### config.mk
export PLATFORM = sky130hd
export DESIGN_NAME = quu_unpack_core
export DESIGN_NICKNAME = d
export VERILOG_FILES = /design/src/common/quu_pkg.sv /design/src/common/quu_sel_if.sv /design/src/rtl/quu_byte_select.sv /design/src/rtl/quu_unpack_core.sv
export SDC_FILE = /design/constraint.sdc
export NUM_CORES = 1
export LEC_CHECK = 0
export BUFFER_PORTS_ARGS = -buffer_cell sky130_fd_sc_hd__buf_2
export CAP_MARGIN = 20
export CELL_PAD_IN_SITES_DETAIL_PLACEMENT = 2
export CELL_PAD_IN_SITES_GLOBAL_PLACEMENT = 2
export CORE_ASPECT_RATIO = 0.75
export CORE_MARGIN = 1
export CORE_UTILIZATION = 30
export CTS_CLUSTER_SIZE = 28
export DETAILED_ROUTE_END_ITERATION = 6
export PLACE_DENSITY = 0.65
export SLEW_MARGIN = 10
export SYNTH_ARGS = -nofsm -noshare
export SYNTH_HDL_FRONTEND = slang
export SYNTH_SLANG_ARGS = --single-unit
### constraint.sdc
create_clock -name clk_i -period 7.3 [get_ports clk_i]
set_input_delay 2.19 -clock clk_i [delete_from_list [all_inputs] [get_ports clk_i]]
set_output_delay 2.19 -clock clk_i [all_outputs]
set_load 0.05 [all_outputs]
### src/common/quu_pkg.sv
// Shared constants for the quad byte unpack unit.
package quu_pkg;
    // Data register geometry.
    localparam int unsigned DATA_W    = 32;
    localparam int unsigned HALF_W    = 16;
    localparam int unsigned BYTE_W    = 8;
    localparam int unsigned NUM_DREG  = 8;
    localparam int unsigned OFS_W     = 2;
    localparam int unsigned WIN_BYTES = 8;
    localparam int unsigned PICK_N    = 4;
    // Lower register index of each legal source pair.
    localparam logic [2:0]  PAIR_A_LO = 3'h0;
    localparam logic [2:0]  PAIR_B_LO = 3'h2;
    // Position of the alignment bits inside the index register.
    localparam int unsigned OFS_LSB   = 0;
    // Values after reset.
    localparam logic [31:0] WORD_RST  = 32'h0;
    localparam logic        FLAG_RST  = 1'b0;
endpackage

### src/common/quu_sel_if.sv
// Carrier between the unpack control and its byte selector.
`timescale 1ns/10ps
interface quu_sel_if;
    logic [31:0] lower_word;  // Lower-numbered register of the pair.
    logic [31:0] upper_word;  // Higher-numbered register of the pair.
    logic        reverse;     // Swap the pair within the window.
    logic [1:0]  offset;      // Starting byte inside the window.
    logic [31:0] dest0_word;  // Result for the second-named target.
    logic [31:0] dest1_word;  // Result for the first-named target.

    modport ctrl (
        output lower_word, upper_word, reverse, offset,
        input  dest0_word, dest1_word
    );
    modport sel (
        input  lower_word, upper_word, reverse, offset,
        output dest0_word, dest1_word
    );
endinterface

### src/rtl/quu_byte_select.sv
// Byte window selector and half-word spreader of the unpack unit.
`timescale 1ns/10ps
module quu_byte_select (
    // Operands in, results out.
    quu_sel_if.sel sel_if
);
    // Eight-byte window and the four picked bytes.
    logic [7:0] win_b  [8];
    logic [7:0] pick_b [4];

    // Build the window; reverse only swaps which word forms the low half.
    always_comb begin
        for (int i = 0; i < 4; i++) begin
            if (sel_if.reverse) begin  // see [RQ4]
                win_b[i]     = sel_if.upper_word[i*8 +: 8];
                win_b[i + 4] = sel_if.lower_word[i*8 +: 8];
            end else begin  // see [RQ3]
                win_b[i]     = sel_if.lower_word[i*8 +: 8];
                win_b[i + 4] = sel_if.upper_word[i*8 +: 8];
            end
        end
    end

    // Four consecutive bytes starting at the alignment offset.
    for (genvar k = 0; k < 4; k++) begin : g_pick
        logic [2:0] idx;
        assign idx       = {1'b0, sel_if.offset} + 3'(k);  // see [RQ2]
        assign pick_b[k] = win_b[idx];  // see [RQ1]
    end

    // Each byte is zero-extended into its own half-word.
    assign sel_if.dest0_word =
        {8'h00, pick_b[1], 8'h00, pick_b[0]};  // see [RQ6]
    assign sel_if.dest1_word =
        {8'h00, pick_b[3], 8'h00, pick_b[2]};  // see [RQ6]
endmodule

### src/rtl/quu_unpack_core.sv
// Quad byte unpack unit: decode, data registers and write-back.
//
// Behaviour
// [RQ1] Pick four consecutive bytes from eight-byte window.
// [RQ2] Index register bits 1:0 set start byte.
// [RQ3] Default: lower register gives window bytes 0..3.
// [RQ4] Reverse: higher register gives window bytes 0..3.
// [RQ5] Write bytes to any two data registers.
// [RQ6] Zero-extend; first pair to second-named target.
// [RQ7] Only R1:0 or R3:2 are legal sources.
// [RQ8] Suppress misaligned load exception during the unpack.
// [RQ9] Accept the unpack only as 32-bit word.
// [RQ10] Execute alongside permitted parallel 16-bit loads.
`timescale 1ns/10ps
module quu_unpack_core #(
    parameter int unsigned NUM_DREG = quu_pkg::NUM_DREG,
    parameter int unsigned IDX_W    = $clog2(NUM_DREG)
) (
    // Clock and synchronous reset.
    input  wire logic             clk_i,
    input  wire logic             srst_i,
    // Unpack issue from the instruction decoder.
    input  wire logic             op_valid_i,
    input  wire logic             op_len32_i,
    input  wire logic             op_reverse_i,
    input  wire logic [IDX_W-1:0] src_pair_i,
    input  wire logic [IDX_W-1:0] dst1_idx_i,
    input  wire logic [IDX_W-1:0] dst0_idx_i,
    input  wire logic [31:0]      index_reg_zero_i,
    // Parallel 16-bit load in the same packet.
    input  wire logic             ld_valid_i,
    input  wire logic [IDX_W-1:0] ld_idx_i,
    input  wire logic [31:0]      ld_data_i,
    input  wire logic             ld_misaligned_i,
    // Write-back of the unpack results.
    output logic                  wb_valid_o,
    output logic [IDX_W-1:0]      wb_dst0_idx_o,
    output logic [31:0]           wb_dst0_data_o,
    output logic [IDX_W-1:0]      wb_dst1_idx_o,
    output logic [31:0]           wb_dst1_data_o,
    // Error and exception reports.
    output logic                  misalign_exc_o,
    output logic                  decode_err_o,
    output logic                  pair_err_o
);
    // The legal pairs reach register 3, and indices must wrap cleanly.
    if (NUM_DREG < 4 || (1 << IDX_W) != NUM_DREG) begin : g_bad_cfg
        $error("NUM_DREG must be a power of two of at least four");
    end

    // General data registers; datapath only, so left without reset.
    logic [31:0]      dreg_q [NUM_DREG];
    // Decoded issue qualifiers.
    logic             op_long;    // Unpack in its 32-bit form.
    logic             pair_ok;    // Source pair is one of the legal two.
    logic             unpack_go;  // Unpack really executes this cycle.
    logic [IDX_W-1:0] upper_idx;  // Higher-numbered register of the pair.
    // Link to the byte selector.
    quu_sel_if        sel_if ();

    // A short-form word with the unpack opcode is never executed.
    assign op_long   = op_valid_i & op_len32_i;  // see [RQ9]
    // Any other pair base is an issue-side fault and is dropped.
    assign pair_ok   = (src_pair_i == IDX_W'(quu_pkg::PAIR_A_LO)) ||
                       (src_pair_i == IDX_W'(quu_pkg::PAIR_B_LO));  // see [RQ7]
    assign unpack_go = op_long & pair_ok;
    // Pair bases are even, so the partner just sets bit zero.
    assign upper_idx = {src_pair_i[IDX_W-1:1], 1'b1};

    // Operands are read before any write of this packet lands, so a
    // parallel refill of the pair serves the next unpack, not this one.
    assign sel_if.lower_word = dreg_q[src_pair_i];
    assign sel_if.upper_word = dreg_q[upper_idx];
    assign sel_if.reverse    = op_reverse_i;
    // Only the two alignment bits of the index register are looked at.
    assign sel_if.offset     =
        index_reg_zero_i[quu_pkg::OFS_LSB +: 2];  // see [RQ2]

    // Byte window selection and spreading.
    quu_byte_select u_sel (
        .sel_if (sel_if)
    );

    // Register file update: the load lands first, then the unpack results,
    // so an unpack target named by the load as well keeps the unpack value.
    always_ff @(posedge clk_i) begin
        if (ld_valid_i) begin  // see [RQ10]
            dreg_q[ld_idx_i] <= ld_data_i;
        end
        if (unpack_go) begin  // see [RQ5]
            dreg_q[dst0_idx_i] <= sel_if.dest0_word;
            dreg_q[dst1_idx_i] <= sel_if.dest1_word;
        end
    end

    // Write-back report, registered one cycle after issue.
    always_ff @(posedge clk_i) begin
        if (srst_i) begin
            wb_valid_o     <= quu_pkg::FLAG_RST;
            wb_dst0_idx_o  <= '0;
            wb_dst0_data_o <= quu_pkg::WORD_RST;
            wb_dst1_idx_o  <= '0;
            wb_dst1_data_o <= quu_pkg::WORD_RST;
        end else begin
            wb_valid_o <= unpack_go;  // see [RQ5]
            // Results hold their last value while no unpack executes.
            if (unpack_go) begin
                wb_dst0_idx_o  <= dst0_idx_i;
                wb_dst0_data_o <= sel_if.dest0_word;  // see [RQ6]
                wb_dst1_idx_o  <= dst1_idx_i;
                wb_dst1_data_o <= sel_if.dest1_word;  // see [RQ6]
            end
        end
    end

    // Exception and error pulses.
    always_ff @(posedge clk_i) begin
        if (srst_i) begin
            misalign_exc_o <= quu_pkg::FLAG_RST;
            decode_err_o   <= quu_pkg::FLAG_RST;
            pair_err_o     <= quu_pkg::FLAG_RST;
        end else begin
            // Any 32-bit unpack masks the fault, even one later refused
            // for its pair, since the load was issued to feed it.
            misalign_exc_o <= ld_valid_i & ld_misaligned_i
                              & ~op_long;  // see [RQ8]
            decode_err_o   <= op_valid_i & ~op_len32_i;  // see [RQ9]
            pair_err_o     <= op_long & ~pair_ok;  // see [RQ7]
        end
    end
endmodule

Word-level counts from Yosys, hierarchy flattened:

Memory sizes are Yosys's and may differ from the RTL's.
Index checks and enable logic that the tools add are counted.

* $add $sub $neg: 3
* multiply operators: 0
* div/mod/pow operators: 0
* magnitude comparators: 4
* equality and inequality tests: 1
* shift-type cells: 0
* muxes and demuxes: 24
* bitwise logic cells: 13
* reduce and logical (&&, ||, !) cells: 2

Operators with widths (number)
* 8-bit 2-to-1 mux: 16
* 8-bit binary-select mux with 3-bit select: 4
* 4-bit greater-or-equal comparator (second input constant): 4
* 3-bit NOT with 4-bit output: 3
* 2-bit by 2-bit adder with 3-bit output (second input constant): 2
* 1-bit bitwise AND: 6
* 1-bit 2-to-1 mux: 4
* 2-bit NOT with 4-bit output: 1
* 2-bit by 1-bit adder with 3-bit output (second input constant): 1
* 3-bit by 2-bit equality test with 1-bit output (second input constant): 1
* 3-bit logical NOT: 1
* 1-bit NOT: 3
* 1-bit logical OR: 1

* register bits: 42
* bits in latches: 0
* memory bits (writable): 256
* ROM bits: 0
* input bits: 83
* output and inout port bits: 74
* word-level logic and storage cells: 56
* memories kept: 1

Memories
* dreg_q: depth 8, bits a word 32, read ports 2, clocked after Yosys merged registers in 0, write ports 3, line quu_unpack_core.sv:52 `logic [31:0] dreg_q [NUM_DREG];`

Depth between registers and ports, before layout:

* word-level depth: 5
* depth in mapped cells: 11

By module:

A second synthesis with hierarchy kept.

* cells, all modules: 2199
* area, all modules: 21476.8 µm²

By module, submodules not included
* quu_unpack_core: times used 1, cells an instance 2049, area each 19422.4 µm², sequential area each 9168.8 µm²
* quu_byte_select: times used 1, cells an instance 150, area each 2054.5 µm², sequential area each 0.0 µm²

Least setup slack after synthesis:

Ideal clock, no wire load.

* path kind: input to register
* start point: in index_reg_zero_i[0]
* end point: mem dreg_q[2][19] (data pin)
* setup time: 0.274 ns
* data arrival time: 4.720 ns
* data required time: 7.026 ns
* slack: 2.306 ns
* stages: 10
* path buffers: 4
* cells stage by stage: inv_2 > buf_1 > clkbuf_1 > ha_1 > inv_1 > clkbuf_1 > clkbuf_1 > nor2_1 > a21oi_1 > a21oi_1

RTL lines
* start: declaration: line quu_unpack_core.sv:29 `input wire logic [31:0] index_reg_zero_i,`
* end: declaration: line quu_unpack_core.sv:52

==> Implementation_results.wiki <==
{| class="wikitable"
! Metric !! Value
|-
| Reg-to-reg critical path startpoint || dreg_q[7][10]$_SDFFE_PP0N_
|-
| Number of endpoints with negative hold slack in the final report || 0
|-
| Setup Viol. Count Final || 0
|-
| H-tree depth reported by CTS || 2
|-
| Leading post-synthesis cells by cell area || sky130_fd_sc_hd__edfxtp_1, sky130_fd_sc_hd__dfxtp_1, sky130_fd_sc_hd__mux4_2, sky130_fd_sc_hd__a21oi_1, sky130_fd_sc_hd__nand2_1
|-
| Filler cell count in the final layout || 6218
|-
| Stages on the worst setup path || 9
|-
| Cts bufs inserted || 36
|-
| Initial Utilization || 0.305
|-
| Remaining design rule violation count || 0
|-
| Skew-Pair Late Insertion Delay || 0.58 ns
|-
| Post-detailed-route via-to-cell ratio || 6.38
|-
| Sequential Area || 7250 sq um
|-
| Top-area cell type share of the netlist area || 0.218
|-
| CP Class || in -> reg
|-
| Category of cells accounting for the largest share of critical-path delay || simple AND/OR/NAND/NOR gates
|-
| Global-route wire length before repair || 121 mm
|-
| Layout Skew || 0.0301 ns
|-
| WL per Instance || 33.4 um
|-
| Die footprint || 59700 sq um
|-
| Most frequent standard cell in the layout excluding fill and tap cells || sky130_fd_sc_hd__nand2_1
|-
| Global-route usage over all layers || 0.284
|-
| Distinct cell type count of the synthesized netlist || 79
|-
| Crit path DAT || 5.56 ns
|-
| Number of top-level pins || 157
|-
| Gr ovfl total || 0
|-
| Final Power || 4.86 mW
|-
| Portion of the post-synthesis area used by sequential elements || 0.411
|-
| Sum of negative setup slack || 0 ns
|-
| Reported leakage power || 7.65 nW
|-
| Clock slew at reported path FFs || 0.06 ns
|-
| Post-detailed-routing wire length || 85.4 mm
|-
| Clock tree from TritonCTS || built
|-
| Number of nets in the layout || 1841
|-
| Count of vias placed by the detailed router || 16300
|-
| Resized cells post-CTS || 0
|-
| Yosys warning count || 0
|-
| Max VDD drop || 0.132 mV
|-
| Commonest non-fill, non-tap cells in the layout || sky130_fd_sc_hd__nand2_1, sky130_fd_sc_hd__a21oi_1, sky130_fd_sc_hd__dfxtp_1
|-
| Multi-input combinational cell area || 9500 sq um
|-
| Most instantiated flip-flop cell in the synthesis netlist || sky130_fd_sc_hd__dfxtp_1
|-
| Worst-path cell with the longest stage delay || sky130_fd_sc_hd__mux4_2
|-
| Core area || 57700 sq um
|-
| Root buffer selected by CTS || sky130_fd_sc_hd__clkbuf_16
|-
| Number of buffers added on ports || 94
|-
| Number of slew-limit violations in the final report || 0
|-
| Horiz. Die Dim || 282 um
|-
| Critical path endpoint category || flop
|-
| F_max || 195 MHz
|-
| Run status || finished, final reports clean
|-
| Timing startpoint of the critical path || src_pair_i[0]
|-
| Power Dens Cells || 243 nW/um^2
|-
| Initial DRC Count || 2178
|-
| Worst reg2reg endpoint || dreg_q[5][18]$_DFFE_PP_
|-
| Number of buffers inserted for hold repair after clock tree synthesis || 0
|-
| Unrepaired setup endpoints after global routing || no
|-
| Overall die height || 212 um
|-
| Antenna violations before repair || 2
|-
| Slowest stage delay, CP || 0.57 ns
|-
| Number of nets still failing antenna checks after routing || 0
|-
| Pin count of the biggest net entering global routing || 52
|-
| Startpoint type of the worst setup path || input port
|-
| Layout cell share with drive strength beyond 1 || 0.227
|-
| Post-synth EDFFs || 128
|-
| # Post-CTS Setup Buffers || 0
|-
| Reg-to-reg slack, setup || 4.36 ns
|-
| Global placer's final weighted congestion || 0.949
|-
| Classification of the worst-slack hold path || reg -> reg
|-
| Critical path fanouts, max || 20
|-
| FP Rows || 76
|-
| Post-layout minimum cycle time || 5.13 ns
|-
| Transition time at the pin with the least slew margin || 1.29 ns
|-
| Buf/Inv on CP || 3
|-
| Syn Inst Count || 1723
|-
| Placed wire-length estimate after detailed placement || 57.6 mm
|-
| Proportion of synthesized flip-flops having asynchronous set or reset || 0
|-
| Clock sink count || 298
|-
| First-pass DRT Iterations || 7
|-
| Post-synth top area cell || sky130_fd_sc_hd__edfxtp_1
|-
| Chain of cells forming the critical path || buf_2 > buf_4 > nand2b_2 > buf_4 > mux4_2 > mux2i_1 > o32ai_1 > nor3_2 > o22a_1
|-
| Antenna diodes || 0
|-
| R2R cell count || 6
|-
| Maximum buffer depth of the clock tree || 3
|-
| Synthesized flop and latch total || 298
|-
| Max-capacitance violation count || 0
|-
| Mean Syn Cell Area || 10.2 sq um
|-
| Max_slew headroom || 0.139
|-
| CP endpoint || dreg_q[0][23]$_DFFE_PP_
|-
| Post-synthesis to final-layout area growth || 13.6%
|-
| Period utilisation layout || 0.703
|-
| Most Frequent Cell on Critical Path || sky130_fd_sc_hd__buf_4
|-
| Required time of the critical path || 7.72 ns
|-
| Area of the mapped netlist || 17600 sq um
|-
| Vias in the first global route || 16400
|}
==> final cells by class <==
class | instances | area share
clock buffers | 53 | 0.0522
flip-flops and latches | 298 | 0.362
inverters | 21 | 0.00394
clock inverters | 8 | 0.00244
repair buffers | 177 | 0.0561
multi-input cells | 1222 | 0.475
well taps | 780 | 0.0487
==> through the flow <==
step           hold WS [ns]  area [sq um]   util  cells  setup WS (ns)
3_5_place_dp          0.450         18900  0.328   2497           1.61
3_3_place_gp          0.439         18900  0.328   2496           1.69
5_1_grt               0.476         20000  0.347   2559           2.04
6_report              0.456         20000  0.347   2559           2.17
4_1_cts               0.458         20000  0.347   2558           2.19
2_1_floorplan         0.433         17700      -   1754           2.31
==> Yosys cell counts (37+ instances only) <==
cell type	n
sky130_fd_sc_hd__nand2_1	216
sky130_fd_sc_hd__a21oi_1	171
sky130_fd_sc_hd__dfxtp_1	170
sky130_fd_sc_hd__edfxtp_1	128
sky130_fd_sc_hd__clkbuf_1	107
sky130_fd_sc_hd__mux4_2	101
sky130_fd_sc_hd__nor2_1	100
sky130_fd_sc_hd__mux2i_1	67
sky130_fd_sc_hd__a22o_1	65
sky130_fd_sc_hd__a211oi_1	41
sky130_fd_sc_hd__a22oi_1	41
sky130_fd_sc_hd__buf_4	40
sky130_fd_sc_hd__a221oi_1	37
==> tightest hold or removal path: stages (launching register included) <==
cell,delay (ns)
sky130_fd_sc_hd__dfxtp_1,0.31
sky130_fd_sc_hd__nand2_1,0.05
sky130_fd_sc_hd__a21oi_1,0.05
==> registers in the layout (all words and copies together) (netlist names) <==
register,flops
wb_dst0_data_o,16
dreg_q,256
decode_err_o,1
wb_dst1_idx_o,3
wb_valid_o,1
pair_err_o,1
wb_dst0_idx_o,3
wb_dst1_data_o,16
misalign_exc_o,1
==> cells by family (layout without fill, tap and decap cells) <==
family / count (synthesis) / count (layout) / share of synthesized area
xor+xnor: 2 / 2 / 0.000994
fa+ha+maj: 2 / 2 / 0.00142
other cells: 1 / 32 / 0.000213
mux: 204 / 204 / 0.196
simple gates: 451 / 451 / 0.115
compound gates: 531 / 531 / 0.211
buf+inv: 234 / 259 / 0.0639
flops: 298 / 298 / 0.411
==> where the power goes <==
group,total (mW),switching [mW],internal [mW],leakage [nW]
combinational,1.10,0.699,0.401,4.48
clock,1.76,0.771,0.991,0.544
sequential,2.00,0.0979,1.90,2.63
total,4.86,1.57,3.29,7.65
==> how the worst min path moves through the flow <==
stage          depth (start not counted)                             to                          start  slack (ns)
6_report                               2  wb_dst1_idx_o[0]$_SDFFE_PP0P_  wb_dst1_idx_o[0]$_SDFFE_PP0P_        0.46
5_1_grt                                2     dreg_q[0][14]$_SDFFE_PP0N_     dreg_q[0][14]$_SDFFE_PP0N_        0.48
4_1_cts                                2     dreg_q[0][14]$_SDFFE_PP0N_     dreg_q[0][14]$_SDFFE_PP0N_        0.46
3_5_place_dp                           2     dreg_q[0][14]$_SDFFE_PP0N_     dreg_q[0][14]$_SDFFE_PP0N_        0.45
3_3_place_gp                           2     dreg_q[5][25]$_SDFFE_PP0N_     dreg_q[5][25]$_SDFFE_PP0N_        0.44
2_1_floorplan                          2     dreg_q[4][10]$_SDFFE_PP0N_     dreg_q[4][10]$_SDFFE_PP0N_        0.43
==> metal layers <==
| layer | vias to the layer above | GRT usage | part of all wire |
|---|---|---|---|
| met2 | 880 | 0.415 | 0.43 |
| met1 | 8634 | 0.418 | 0.44 |
| met4 | 0 | 0.0780 | 0.024 |
| li1 | 6662 | - | - |
| met3 | 146 | 0.0631 | 0.10 |
| met5 | - | 0 | 0 |
No activity file was read; power rests on OpenSTA's default activity.
